### config.mk
export PLATFORM = sky130hd
export DESIGN_NAME = atten_ctrl
export DESIGN_NICKNAME = d
export VERILOG_FILES = /design/src/atten_ctrl_pkg.sv /design/src/atten_wait.sv /design/src/atten_ctrl.sv
export SDC_FILE = /design/constraint.sdc
export NUM_CORES = 1
export LEC_CHECK = 0
export BUFFER_PORTS_ARGS = -buffer_cell sky130_fd_sc_hd__buf_4
export CAP_MARGIN = 5
export CORE_MARGIN = 4
export CORE_UTILIZATION = 43
export DETAILED_ROUTE_END_ITERATION = 12
export PLACE_DENSITY = 0.68
export SLEW_MARGIN = 20
export SYNTH_ARGS = -nofsm -noshare
export SYNTH_HDL_FRONTEND = slang
export SYNTH_HIERARCHICAL = 1
export SYNTH_SLANG_ARGS = --single-unit
export TNS_END_PERCENT = 50
### constraint.sdc
create_clock -name CLK_IN -period 2.6 [get_ports CLK_IN]
set_input_delay 0 -clock CLK_IN [delete_from_list [all_inputs] [get_ports CLK_IN]]
set_output_delay 0 -clock CLK_IN [all_outputs]
set_load 0.01 [all_outputs]
### src/atten_ctrl_pkg.sv
// Package: constants and types for the step attenuator controller
`default_nettype none
package atten_ctrl_pkg;
  localparam int WORD_BITS = 6;
  localparam logic [5:0] WORD_MAX = 6'h3F;
  localparam int CLK_PERIOD_NS = 10;
  // Serial clock max 10 MHz: half period 50 ns least
  localparam int SCLK_HALF_NS = 50;
  localparam int SCLK_HALF_CYC = (SCLK_HALF_NS + CLK_PERIOD_NS - 1) / CLK_PERIOD_NS;
  // Setup of data / strobe, 10 ns least
  localparam int SETUP_NS = 10;
  localparam int SETUP_CYC = (SETUP_NS + CLK_PERIOD_NS - 1) / CLK_PERIOD_NS;
  // Strobe pulse width, 30 ns least (serial bound covers parallel)
  localparam int STROBE_NS = 30;
  localparam int STROBE_CYC = (STROBE_NS + CLK_PERIOD_NS - 1) / CLK_PERIOD_NS;
  // Serial to parallel mode setup, 100 ns least
  localparam int MODE_NS = 100;
  localparam int MODE_CYC = (MODE_NS + CLK_PERIOD_NS - 1) / CLK_PERIOD_NS;
  localparam int CNT_W = 8;

  typedef enum logic [1:0] {
    MODE_SERIAL,
    MODE_LATCHED,
    MODE_DIRECT
  } mode_t;

  typedef struct packed {
    logic mode_serial;
    logic strobe;
    logic sdata;
    logic sclk;
    logic [5:0] word;
  } pins_t;
endpackage : atten_ctrl_pkg
`default_nettype wire

### src/atten_wait.sv
// Wait counter: pulses done after a loaded cycle count
`default_nettype none
module atten_wait
  import atten_ctrl_pkg::*;
(
  input wire logic CLK_IN,
  input wire logic RESET_IN,
  input wire logic load_in,
  input wire logic [CNT_W-1:0] count_in,
  output logic done_out
);
  logic [CNT_W-1:0] cnt;
  logic [CNT_W-1:0] next_cnt;
  logic next_done;

  always_comb begin
    next_cnt = cnt;
    next_done = 1'b0;
    if (load_in) begin
      next_cnt = count_in;
    end else if (cnt != '0) begin
      next_cnt = cnt - 1'b1;
      next_done = (cnt == CNT_W'(1));
    end
  end

  always_ff @(posedge CLK_IN or posedge RESET_IN) begin
    if (RESET_IN) begin
      cnt <= '0;
      done_out <= 1'b0;
    end else begin
      cnt <= next_cnt;
      done_out <= next_done;
    end
  end
endmodule : atten_wait
`default_nettype wire

### src/atten_ctrl.sv
// Controller that programs a 6-bit step attenuator over its control pins
// Summary of operation
// RULE1: Device latches shift register on strobe rise
// RULE2: Shift word most significant bit first
// RULE3: Bit weights 16 down to 0.5 dB
// RULE4: Device powers up at maximum attenuation
// RULE5: Direct mode presets state before power-up
// RULE6: Hold strobe high during direct mode; a direct request drops it until ST_SETUP ends
// RULE7: Direct mode follows parallel inputs immediately
// RULE8: Latched mode: select low, strobe low, then data
// RULE9: Device ignores parallel inputs while strobe low
// RULE10: Strobe rise applies parallel word
// RULE11: Strobe returns low; device holds word
// RULE12: Mode pin high serial, low parallel
// RULE13: One bit per serial clock rising edge
// RULE14: Strobe low while shifting serial word
// RULE15: Parallel inputs ignored in serial mode
`default_nettype none
module atten_ctrl
  import atten_ctrl_pkg::*;
(
  // Clock and reset
  input wire logic CLK_IN,
  input wire logic RESET_IN,
  // User request and status
  input wire logic REQ_IN,
  input wire logic [1:0] MODE_IN,
  input wire logic [WORD_BITS-1:0] WORD_IN,
  output logic BUSY_OUT,
  output logic DONE_OUT,
  // Device control pins
  output logic MODE_SEL_OUT,
  output logic LATCH_STROBE_OUT,
  output logic SERIAL_DATA_IN_OUT,
  output logic SERIAL_CLK_OUT,
  output logic [WORD_BITS-1:0] ATTEN_WORD_OUT
);
  typedef enum logic [2:0] {
    ST_IDLE, ST_MODE, ST_SETUP, ST_CLK_LO, ST_CLK_HI, ST_STROBE, ST_DONE
  } state_t;

  state_t state;
  state_t next_state;
  pins_t pins;
  pins_t next_pins;
  mode_t mode;
  mode_t next_mode;
  logic [WORD_BITS-1:0] shreg;
  logic [WORD_BITS-1:0] next_shreg;
  logic [2:0] bits;
  logic [2:0] next_bits;
  logic busy;
  logic next_busy;
  logic done;
  logic next_done;
  logic wait_load;
  logic [CNT_W-1:0] wait_count;
  logic wait_done;

  function automatic logic [CNT_W-1:0] cyc(input int n);
    cyc = CNT_W'(n);
  endfunction : cyc

  atten_wait u_wait (
    .CLK_IN(CLK_IN),
    .RESET_IN(RESET_IN),
    .load_in(wait_load),
    .count_in(wait_count),
    .done_out(wait_done)
  );

  always_comb begin
    next_state = state;
    next_pins = pins;
    next_mode = mode;
    next_shreg = shreg;
    next_bits = bits;
    next_busy = busy;
    next_done = 1'b0;
    wait_load = 1'b0;
    wait_count = '0;
    case (state)
      ST_IDLE: begin
        if (REQ_IN) begin
          next_busy = 1'b1;
          next_mode = (MODE_IN == 2'h2) ? MODE_DIRECT :
                      (MODE_IN == 2'h1) ? MODE_LATCHED : MODE_SERIAL;
          next_shreg = WORD_IN;
          next_pins.mode_serial = (next_mode == MODE_SERIAL); // RULE12
          next_pins.strobe = 1'b0; // RULE8 RULE14
          next_pins.sclk = 1'b0;
          wait_load = 1'b1;
          wait_count = cyc(MODE_CYC);
          next_state = ST_MODE;
        end
      end
      ST_MODE: begin
        if (wait_done) begin
          if (mode == MODE_SERIAL) begin
            next_pins.word = '0; // RULE15
            next_pins.sdata = shreg[WORD_BITS-1]; // RULE2
            next_bits = 3'h0;
          end else begin
            next_pins.word = shreg; // RULE8
          end
          wait_load = 1'b1;
          wait_count = cyc(SETUP_CYC);
          next_state = (mode == MODE_SERIAL) ? ST_CLK_LO : ST_SETUP;
        end
      end
      ST_CLK_LO: begin
        if (wait_done) begin
          next_pins.sclk = 1'b1; // RULE13
          wait_load = 1'b1;
          wait_count = cyc(SCLK_HALF_CYC);
          next_state = ST_CLK_HI;
        end
      end
      ST_CLK_HI: begin
        if (wait_done) begin
          next_pins.sclk = 1'b0;
          next_bits = bits + 3'h1;
          next_shreg = {shreg[WORD_BITS-2:0], 1'b0}; // RULE2
          next_pins.sdata = shreg[WORD_BITS-2];
          wait_load = 1'b1;
          wait_count = cyc(SCLK_HALF_CYC);
          next_state = (bits == 3'h5) ? ST_SETUP : ST_CLK_LO;
        end
      end
      ST_SETUP: begin
        if (wait_done) begin
          next_pins.strobe = 1'b1; // RULE1 RULE10 RULE6
          wait_load = 1'b1;
          wait_count = cyc(STROBE_CYC);
          next_state = ST_STROBE;
        end
      end
      ST_STROBE: begin
        // Direct mode leaves the strobe high so the word drives the state
        if (wait_done) begin
          if (mode != MODE_DIRECT) begin
            next_pins.strobe = 1'b0; // RULE11
          end
          next_state = ST_DONE;
        end
      end
      ST_DONE: begin
        next_busy = 1'b0;
        next_done = 1'b1;
        next_state = ST_IDLE;
      end
      default: begin
        next_state = ST_IDLE;
      end
    endcase
  end

  // Reset drives strobe low and mode serial: device stays at its
  // maximum-attenuation power-up state until a word is latched
  always_ff @(posedge CLK_IN or posedge RESET_IN) begin
    if (RESET_IN) begin
      state <= ST_IDLE;
      pins <= '{mode_serial: 1'b1, strobe: 1'b0, sdata: 1'b0, sclk: 1'b0,
                word: 6'h00}; // RULE4
      mode <= MODE_SERIAL;
      shreg <= 6'h00;
      bits <= 3'h0;
      busy <= 1'b0;
      done <= 1'b0;
    end else begin
      state <= next_state;
      pins <= next_pins;
      mode <= next_mode;
      shreg <= next_shreg;
      bits <= next_bits;
      busy <= next_busy;
      done <= next_done;
    end
  end

  assign MODE_SEL_OUT = pins.mode_serial;
  assign LATCH_STROBE_OUT = pins.strobe;
  assign SERIAL_DATA_IN_OUT = pins.sdata;
  assign SERIAL_CLK_OUT = pins.sclk;
  assign ATTEN_WORD_OUT = pins.word;
  assign BUSY_OUT = busy;
  assign DONE_OUT = done;

  a_no_clk_strobe: assert property (@(posedge CLK_IN) disable iff (RESET_IN) // RULE14
    pins.strobe |-> !$rose(pins.sclk)) else $error("clock while strobe high");
  a_par_data_stable: assert property (@(posedge CLK_IN) disable iff (RESET_IN) // RULE8
    (pins.strobe && mode == MODE_LATCHED) |-> $stable(pins.word))
    else $error("word changed with strobe high");
  a_serial_word_zero: assert property (@(posedge CLK_IN) disable iff (RESET_IN) // RULE15
    $rose(pins.sclk) |-> pins.word == 6'h00 && pins.mode_serial)
    else $error("parallel pins not grounded in serial");
  a_strobe_width: assert property (@(posedge CLK_IN) disable iff (RESET_IN) // RULE11
    ($rose(pins.strobe) && mode != MODE_DIRECT) |-> pins.strobe [*3])
    else $error("strobe too short");
  a_direct_hold: assert property (@(posedge CLK_IN) disable iff (RESET_IN) // RULE6
    (state == ST_DONE && mode == MODE_DIRECT) |=> pins.strobe)
    else $error("strobe dropped in direct");
  a_mode_pin: assert property (@(posedge CLK_IN) disable iff (RESET_IN) // RULE12
    (state == ST_SETUP) |-> pins.mode_serial == (mode == MODE_SERIAL))
    else $error("mode pin wrong");
  a_six_clocks: assert property (@(posedge CLK_IN) disable iff (RESET_IN) // RULE13
    (state == ST_SETUP && mode == MODE_SERIAL) |-> bits == 3'h6)
    else $error("bit count wrong");
  a_done_pulse: assert property (@(posedge CLK_IN) disable iff (RESET_IN) // RULE1
    done |=> !done && !busy) else $error("done not single");
  a_latched_order: assert property (@(posedge CLK_IN) disable iff (RESET_IN) // RULE8
    (mode == MODE_LATCHED && !$stable(pins.word)) |-> !pins.strobe && !pins.mode_serial)
    else $error("parallel word changed out of order");
  a_shift_strobe_low: assert property (@(posedge CLK_IN) disable iff (RESET_IN) // RULE14
    (state == ST_CLK_LO || state == ST_CLK_HI) |-> !pins.strobe)
    else $error("strobe high while shifting");
  a_idle_word_hold: assert property (@(posedge CLK_IN) disable iff (RESET_IN) // RULE11
    (state == ST_IDLE) |=> $stable(pins.word))
    else $error("word moved while idle");
  a_data_hold: assert property (@(posedge CLK_IN) disable iff (RESET_IN) // RULE2
    pins.sclk |-> $stable(pins.sdata))
    else $error("serial data moved with clock high");
endmodule : atten_ctrl
`default_nettype wire

==> impl_metrics.yaml, run 1 <==
floorplan:
  dieArea_sq_um: 5690
  start_util_pct: 44.6
  core-area_sq_um: 4380
  io_pins: 23
  die_w_microns: 75.4
  die_y_microns: 75.4
  num_rows: 24
synth:
  syn_inst: 197
  yosys-mux-area-fraction_pct: 10.1
  ys_ff_latch: 35
  synth-xor-area-share_pct: 0.448
  synth-edff-count: 0
  synthAdderAreaFrac_pct: 3.84
  syn_area_sq_um: 1960
  synth.most_common_cell: "dfrtp_1"
  synth_area_leader_cell: "dfrtp_1"
  synth.top_cell.area_share_pct: 43.5
  synth_top_family_by_area: "simple AND/OR/NAND/NOR gates"
  synth_cell_types: 57
  synth_seq_area_share_pct: 44.8
  ys_warn_count: 6
  syn_area_per_cell_sq_um: 9.93
  ys.flop_type: "dfrtp_1"
  yosys.area_share.simple_pct: 18.5
  yosys-top-cells-area: "dfrtp_1 44%, mux2_2 7.5%, ha_1 3.8%"
  synth_compound_area_share_pct: 15.3
  async_flop_share_pct: 100
  synth_common_cells: "34 x dfrtp_1, 19 x nand2_1, 17 x inv_1, 13 x mux2_2, 12 x o21ai_0"
finish:
  antennaDiodeCount: 0
  utilization_pct: 52.9
  layout-drive-gt1-share_pct: 25.0
  syn_to_final_growth_pct: 18.6
  nets: 240
  design_area_sq_um: 2320
power_and_ir_drop:
  p_switching_uw: 726
  netSwitchingFraction_pct: 33.1
  power_density_nw_per_um2: 945
  p_int_mw: 1.47
  ir_worst_vdd_mv: 0.529
  p_comb_share_pct: 31.5
  pwr-share-clk_pct: 26.3
  leakage_nw: 1.05
  p_seq_share_pct: 42.2
route:
  wire_per_inst_microns: 13.1
  drt_iter0_drc: 46
  routed_via_density: 5.10
  first_pass_iters: 4
  wl_mm: 3.61
  vias: 1408
  antenna_left: 0
  drcViolationCount: 0
clock_tree:
  clk_latency_ps: 290
  cts_made_buffers: 5
  clkSlewWorstSetupHoldPaths_ps: 80
  cts_sinks: 35
  cts_tree: "done"
  cts_setup_buffers: 0
  clock_tree.root_cell: "clkbuf_8"
  cts.htree.levels: 2
  clock_path_buffers: 2
hold_path:
  hold_start: "WORD_IN[5]"
  holdCritPathClass: "input pin to flip-flop"
  holdPathStages: 3
worst_setup_path:
  critPathMostFrequentCell: "nor3_1"
  cp.arrival_ps: 2300
  required_ps: 2760
  reg2reg_slack_ps: 460
  crit_buf_inv: 1
  worstSetupStartpointType: "flip-flop"
  regToRegStartpoint: "state[0]"
  path_max_fanout: 19
  path_class: "flip-flop to flip-flop"
  crit_path_start: "state[0]"
  slowest_delay_ps: 720
  path_depth: 6
  end_kind: "flip-flop"
  rr_endpoint: "u_wait/cnt[5]"
  cp_slowest_cell: "dfrtp_1"
  r2r_cells: 6
  cp_cell_sequence: "nor3_1 -> nor3_1 -> or2_2 -> inv_1 -> and4_1 -> a2111oi_0"
  cpLargestDelayFamily: "simple AND/OR/NAND/NOR gates"
  cp-endpoint: "u_wait/cnt[5]"
run_status:
  status: "complete, no violations"
run:
  max_cap_viol_count: 0
global_route:
  antenna_found_initial: 0
  gr-total-overflow: 0
  grt_pass1_vias: 1421
  grt_use_total_pct: 14.5
  grt_max_degree: 27
  grt_pass1_wl_mm: 6.31
timing:
  max_freq_mhz: 467
  setup_viol: 0
  fin_crit_sh_pct: 82.4
  hold_violations: 0
  slew_headroom_pct: 37.5
  finalSetupTns_ps: 0
  fin_crit_ps: 2140
  rsz0062_at_grt: "false"
  worst_pin_slew_ps: 931
  maxSlewViolCount: 0
  clock_skew_ps: 12.6
place:
  placed_area_sq_um: 2170
  gp_congestion: 0.814
  hpwlAfterDp_mm: 2.62
  port_buffers: 22
[sequential cells by signal (all words and copies together) (netlist names)]
register,flops
LATCH_STROBE_OUT,1
state,3
SERIAL_DATA_IN_OUT,1
mode,2
u_wait/cnt,8
BUSY_OUT,1
bits,3
SERIAL_CLK_OUT,1
ATTEN_WORD_OUT,6
DONE_OUT,1
MODE_SEL_OUT,1
shreg,6
u_wait/done_out,1
[tightest hold or removal path, cell delays in order]
cell	delay [ps]
buf_4	80
mux2_2	120
mux2_2	130
[cell usage in the layout, fill, tap and decap left out, types with 3 or more instances in the layout]
cell       n
dfrtp_1   34
o21ai_0   12
mux2i_1    4
buf_4     27
nand2_1   19
o22ai_1    3
nor3_1     7
a21oi_1    6
o21ai_1    4
ha_1       6
clkbuf_8   5
conb_1     4
inv_1     16
nand2b_1   5
nor2_1     7
mux2_2    13
[logic make-up (layout without fill, tap and decap cells)]
group,count (synthesis),after routing
flops,35,35
xor+xnor,1,1
mux,18,18
fa+ha+maj,6,6
other cells,1,4
simple gates,61,61
buf+inv,30,54
compound gates,45,45
[final cells by class]
cell class                 instances  area [sq um]
clock buffer                       6          72.6
clock inverter                     2          60.1
fill                             392          2070
inverter                          17          63.8
multi-input combinational        135           957
sequential                        35           877
tap                               52          65.1
timing repair buffer              29           223
[power by group through the flow]
stage               registers [mW]  clock network [mW]  logic (mW)
global route                 0.961               0.617       0.796
detailed placement           0.935                   0       0.702
floorplan                    0.880                   0       0.557
finish                       0.924               0.576       0.690
global placement             0.929                   0       0.685
CTS                          0.926               0.590       0.706
[metrics by stage]
stage          std cells  power [mW]  setup WS (ps)  hold WS, ps
2_1_floorplan        200        1.44            576         -172
3_3_place_gp         266        1.61            544         9.13
3_5_place_dp         266        1.64            461         6.73
4_1_cts              276        2.22            431         60.9
5_1_grt              276        2.37            211         68.8
6_report             276        2.19            457         67.2
[worst min path at each step]
stage / to / slack, ps
2_1_floorplan: u_wait/cnt[0] / -170
5_1_grt: shreg[1] / 70
3_5_place_dp: u_wait/cnt[6] / 7
3_3_place_gp: u_wait/cnt[7] / 9
4_1_cts: shreg[1] / 60
6_report: shreg[5] / 70
[what timing repair did]
action                     in CTS  in global routing
gates resized for setup         0                  0
hold buffers                    2                  0
setup endpoints to repair       0                  0
hold endpoints to repair       24                  0
[routing by layer]
| layer | share of wire (%) | GRT usage [%] | up-vias |
|---|---|---|---|
| li1 | - | - | 741 |
| met3 | 4.2 | 3.56 | 7 |
| met4 | 1.7 | 6.99 | 0 |
| met2 | 47 | 25.3 | 22 |
| met5 | 0 | 0 | - |
| met1 | 47 | 16.7 | 638 |
Note: power is estimated with default switching activity, not from simulation.
==> run 2, diff against run 1 <==
--- a/config.mk
+++ b/config.mk
@@ -10,7 +10,7 @@
 export CORE_MARGIN = 4
 export CORE_UTILIZATION = 43
 export DETAILED_ROUTE_END_ITERATION = 12
-export PLACE_DENSITY = 0.68
+export PLACE_DENSITY = 0.7
 export SLEW_MARGIN = 20
 export SYNTH_ARGS = -nofsm -noshare
 export SYNTH_HDL_FRONTEND = slang
==> constraint.sdc (replaced) <==
create_clock -name CLK_IN -period 1.9 [get_ports CLK_IN]
set_input_delay 0 -clock CLK_IN [delete_from_list [all_inputs] [get_ports CLK_IN]]
set_output_delay 0 -clock CLK_IN [all_outputs]
set_load 0.01 [all_outputs]
==> run 2 against run 1 <==
  * Sequential cell count is the same
  * Worst hold slack got worse by 10 ps
  * Via count grew 9.2%
==> impl_metrics.yaml, run 2 (synthesis gave the netlist of run 1 again) <==
route:
  drt_iter0_drc: 73
  drcViolationCount: 0
  wl_mm: 4.16
  wire_per_inst_microns: 14.6
  routed_via_density: 5.42
  first_pass_iters: 4
  vias: 1538
  antenna_left: 0
worst_setup_path:
  worstSetupStartpointType: "flip-flop"
  cp_slowest_cell: "dfrtp_2"
  required_ps: 2080
  cpLargestDelayFamily: "compound AO/OA/AOI/OAI gates"
  cp_cell_sequence: "inv_1 -> ha_1 -> or3b_1 -> o311a_1 -> a221o_1"
  reg2reg_slack_ps: 100
  crit_buf_inv: 1
  cp.arrival_ps: 1970
  end_kind: "flip-flop"
  path_class: "flip-flop to flip-flop"
  slowest_delay_ps: 440
  path_max_fanout: 5
timing:
  setup_slack_ps: 102
  rsz0062_at_grt: "false"
  finalSetupTns_ps: 0
  maxSlewViolCount: 0
  fin_crit_ps: 1800
  slew_headroom_pct: 51.1
  setup_viol: 0
  max_freq_mhz: 556
  worst_pin_slew_ps: 732
  clock_skew_ps: 15.2
  hold_violations: 0
  fin_crit_sh_pct: 94.6
global_route:
  gr-total-overflow: 0
  grt_pass1_wl_mm: 6.97
  grt_pass1_vias: 1468
  grt_max_degree: 20
  grt_use_total_pct: 16.2
  antenna_found_initial: 0
power_and_ir_drop:
  power_density_nw_per_um2: 1250
  ir_worst_vdd_mv: 0.675
  leakage_nw: 1.08
floorplan:
  num_rows: 24
  io_pins: 23
  start_util_pct: 44.6
  core-area_sq_um: 4380
  die_y_microns: 75.4
  die_w_microns: 75.4
  dieArea_sq_um: 5690
finish:
  seqCellArea_sq_um: 880
  fill_cells: 390
  nets: 248
  antennaDiodeCount: 0
  largest_reg_flops: 8
  layout_commonest_cell: "buf_4"
  final_cell_mix: "35 x buf_4, 32 x dfrtp_1, 19 x nand2_1"
  layout-drive-gt1-share_pct: 28.9
  syn_to_final_growth_pct: 21.0
  multi_input_comb_area_sq_um: 966
  regMostFlops: "u_wait/cnt"
clock_tree:
  clock_tree.root_cell: "clkbuf_8"
  cts_setup_buffers: 0
  cts.htree.levels: 2
  clk_latency_ps: 300
  clock_path_buffers: 2
  cts_sinks: 35
  cts_tree: "done"
  cts_made_buffers: 5
  clkSlewWorstSetupHoldPaths_ps: 80
place:
  gp_congestion: 0.805
  port_buffers: 22
  dpl_worst_slack_ps: 0.280
  hpwlAfterDp_mm: 3.03
hold_path:
  holdCritPathClass: "input pin to flip-flop"
run_status:
  status: "complete, no violations"
run:
  max_cap_viol_count: 0
run 2: metal layers:
metal / wire, microns / global-route usage [%] / vias up
li1: - / - / 758
met1: 1830 / 20.5 / 746
met2: 2110 / 27.0 / 29
met3: 159 / 3.96 / 5
met4: 57 / 5.63 / 0
met5: 0 / 0 / -
run 2: final timing paths:
path                                   startpoint                  to  cells after the start
worst max-delay path                u_wait/cnt[0]       u_wait/cnt[6]                      5
worst min-delay path                   WORD_IN[1]            shreg[1]                      3
worst max register to register      u_wait/cnt[0]       u_wait/cnt[6]                      5
worst min register to register  ATTEN_WORD_OUT[5]   ATTEN_WORD_OUT[5]                      2
max in group asynchronous                RESET_IN  SERIAL_DATA_IN_OUT                      4
min in group asynchronous                RESET_IN       u_wait/cnt[1]                      3
run 2: final cells by class:
cell class / instances / area share [%]
Inverter: 17 / 2.70
Timing Repair Buffer: 37 / 11.9
Clock inverter: 2 / 1.59
Clock buffer: 6 / 3.07
Sequential cell: 35 / 37.2
Tap cell: 52 / 2.75
Multi-Input combinational cell: 135 / 40.8
run 2: what timing repair did:
| action | in CTS | in global routing |
|---|---|---|
| hold buffers | 2 | 0 |
| endpoints found under the setup margin | 0 | 4 |
| endpoints found under the hold margin | 26 | 0 |
| gates resized for setup | 0 | 5 |
run 2: report_power, final:
part	switching, mW	internal (mW)	leakage [nW]
logic	0.518	0.521	0.589
clock network	0.283	0.392	0.0514
registers	0.258	0.995	0.436
total	1.06	1.91	1.08
run 2: stage by stage:
| stage | util [%] | power [mW] | std cells | hold slack (ps) | instance area (sq um) |
|---|---|---|---|---|---|
| after global routing | 54.0 | 3.20 | 284 | 53.9 | 2370 |
| final | 54.0 | 2.97 | 284 | 57.2 | 2370 |
| after detailed placement | 50.8 | 2.29 | 274 | -1.08 | 2230 |
| after CTS | 53.7 | 2.97 | 284 | 52.6 | 2360 |
| after floorplan | - | 1.97 | 200 | -172 | 1970 |
| after global placement | 50.8 | 2.25 | 274 | 11.6 | 2230 |
run 2: worst min-delay path, stage by stage:
cell and delay, ps:
buf_4 80, mux2_2 120, mux2_2 130
==> run 3, diff against run 2 <==
--- a/config.mk
+++ b/config.mk
@@ -5,12 +5,11 @@
 export SDC_FILE = /design/constraint.sdc
 export NUM_CORES = 1
 export LEC_CHECK = 0
-export BUFFER_PORTS_ARGS = -buffer_cell sky130_fd_sc_hd__buf_4
+export BUFFER_PORTS_ARGS = -buffer_cell sky130_fd_sc_hd__buf_2
 export CAP_MARGIN = 5
 export CORE_MARGIN = 4
 export CORE_UTILIZATION = 43
 export DETAILED_ROUTE_END_ITERATION = 12
-export PLACE_DENSITY = 0.7
 export SLEW_MARGIN = 20
 export SYNTH_ARGS = -nofsm -noshare
 export SYNTH_HDL_FRONTEND = slang
==> run 3 against run 2 <==
  * Routed wire length shrank 5.8%
  * Die area is the same
  * Clock skew is 7.2 ps lower
  * Critical endpoint unchanged
  * Largest cell class unchanged
  * Highest routed layer unchanged
==> impl_metrics.yaml, run 3 (synthesis gave the netlist of run 1 again) <==
worst_setup_path:
  end_kind: "flip-flop"
  path_depth: 5
  cp.arrival_ps: 1970
  crit_path_start: "u_wait/cnt[0]"
  cp-endpoint: "u_wait/cnt[6]"
  required_ps: 2070
  rr_endpoint: "u_wait/cnt[6]"
  path_max_fanout: 5
  cp_cell_sequence: "inv_1 -> ha_1 -> or3b_1 -> o311a_1 -> a221o_1"
  reg2reg_slack_ps: 90
  cp_slowest_cell: "dfrtp_2"
  worstSetupStartpointType: "flip-flop"
  regToRegStartpoint: "u_wait/cnt[0]"
  cpLargestDelayFamily: "compound AO/OA/AOI/OAI gates"
  crit_buf_inv: 1
  path_class: "flip-flop to flip-flop"
  r2r_cells: 5
  slowest_delay_ps: 440
timing:
  fin_crit_ps: 1810
  setup_slack_ps: 94.2
  setup_viol: 0
  max_freq_mhz: 554
  slew_headroom_pct: 60.6
  rsz0062_at_grt: "false"
  fin_crit_sh_pct: 95.0
  worst_pin_slew_ps: 586
  maxSlewViolCount: 0
  clock_skew_ps: 7.97
  finalSetupTns_ps: 0
  hold_violations: 0
floorplan:
  num_rows: 24
  die_w_microns: 75.4
  io_pins: 23
  die_y_microns: 75.4
  start_util_pct: 44.6
  dieArea_sq_um: 5690
  core-area_sq_um: 4380
clock_tree:
  clock_path_buffers: 2
  clk_latency_ps: 280
  cts_tree: "done"
  clkSlewWorstSetupHoldPaths_ps: 70
  cts.htree.levels: 2
  cts_sinks: 35
  cts_made_buffers: 5
  clock_tree.root_cell: "clkbuf_8"
run:
  max_cap_viol_count: 0
power_and_ir_drop:
  power_mw: 2.77
  power_density_nw_per_um2: 1220
  leakage_nw: 1.04
  ir_worst_vdd_mv: 0.735
route:
  wire_per_inst_microns: 13.9
  vias: 1495
  drt_iter0_drc: 64
  wl_mm: 3.92
  drcViolationCount: 0
  antenna_left: 0
  first_pass_iters: 4
  routed_via_density: 5.30
place:
  placed_area_sq_um: 2160
  gp_congestion: 0.849
  dpl_worst_slack_ps: -19.8
  hpwlAfterDp_mm: 2.94
  port_buffers: 22
finish:
  syn_to_final_growth_pct: 16.2
  final_cell_mix: "32 x dfrtp_1, 22 x buf_2, 19 x nand2_1"
  largest_reg_flops: 8
  layout-drive-gt1-share_pct: 28.3
  utilization_pct: 51.8
  fill_cells: 400
  layout_commonest_cell: "dfrtp_1"
  nets: 246
  antennaDiodeCount: 0
  regMostFlops: "u_wait/cnt"
  design_area_sq_um: 2270
global_route:
  antenna_found_initial: 0
  gr-total-overflow: 0
  grt_pass1_wl_mm: 6.71
  grt_use_total_pct: 15.6
  grt_pass1_vias: 1505
  grt_max_degree: 27
hold_path:
  holdCritPathClass: "input pin to flip-flop"
run_status:
  status: "complete, no violations"
## run 3: layer usage
metal	wire length, microns	vias up	global-route usage [%]
met5	0	-	0
met4	15	0	5.24
met3	154	2	4.35
met2	2010	21	27.3
met1	1740	715	18.3
li1	-	757	-
## run 3: worst reg2reg max path: stages, from the launching register on
cell and delay [ps]:
dfrtp_2 440, inv_1 90, ha_1 210, or3b_1 380
o311a_1 300, a221o_1 260
## run 3: layout make-up
| cell class | instances | area [sq um] | area share, % |
|---|---|---|---|
| clock buffers | 6 | 72.6 | 3.19 |
| clock inverters | 2 | 12.5 | 0.551 |
| inverters | 17 | 63.8 | 2.81 |
| multi-input cells | 135 | 966 | 42.5 |
| flip-flops and latches | 35 | 880 | 38.7 |
| well taps | 52 | 65.1 | 2.86 |
| repair buffers | 35 | 213 | 9.36 |
## run 3: how the worst min path moves through the flow
| stage | to | cells past startpoint | from | slack [ps] |
|---|---|---|---|---|
| after global routing | shreg[5] | 3 | WORD_IN[5] | 70 |
| after detailed placement | u_wait/cnt[7] | 2 | RESET_IN | 0.1 |
| after global placement | u_wait/cnt[7] | 2 | RESET_IN | -5 |
| final | mode[0] | 4 | MODE_IN[0] | 70 |
| after CTS | mode[0] | 4 | MODE_IN[0] | 70 |
| after floorplan | u_wait/cnt[0] | 1 | RESET_IN | -170 |
## run 3: timing repair
action,CTS,global route
setup buffers,0,0
endpoints found under the setup margin,1,2
gates resized for setup,1,4
hold buffers,2,0
hold endpoints to repair,35,0
## run 3: where the power goes
| group | total (mW) | switching (mW) | internal, mW |
|---|---|---|---|
| logic | 0.997 | 0.516 | 0.482 |
| clock network | 0.522 | 0.266 | 0.256 |
| registers | 1.25 | 0.252 | 0.995 |
| total | 2.77 | 1.03 | 1.73 |
## run 3: stage by stage
stage               hold slack [ps]  std cells
detailed placement            0.104        272
finish                         74.8        282
global route                   68.8        282
global placement              -4.58        272
floorplan                      -172        200
CTS                            70.9        282
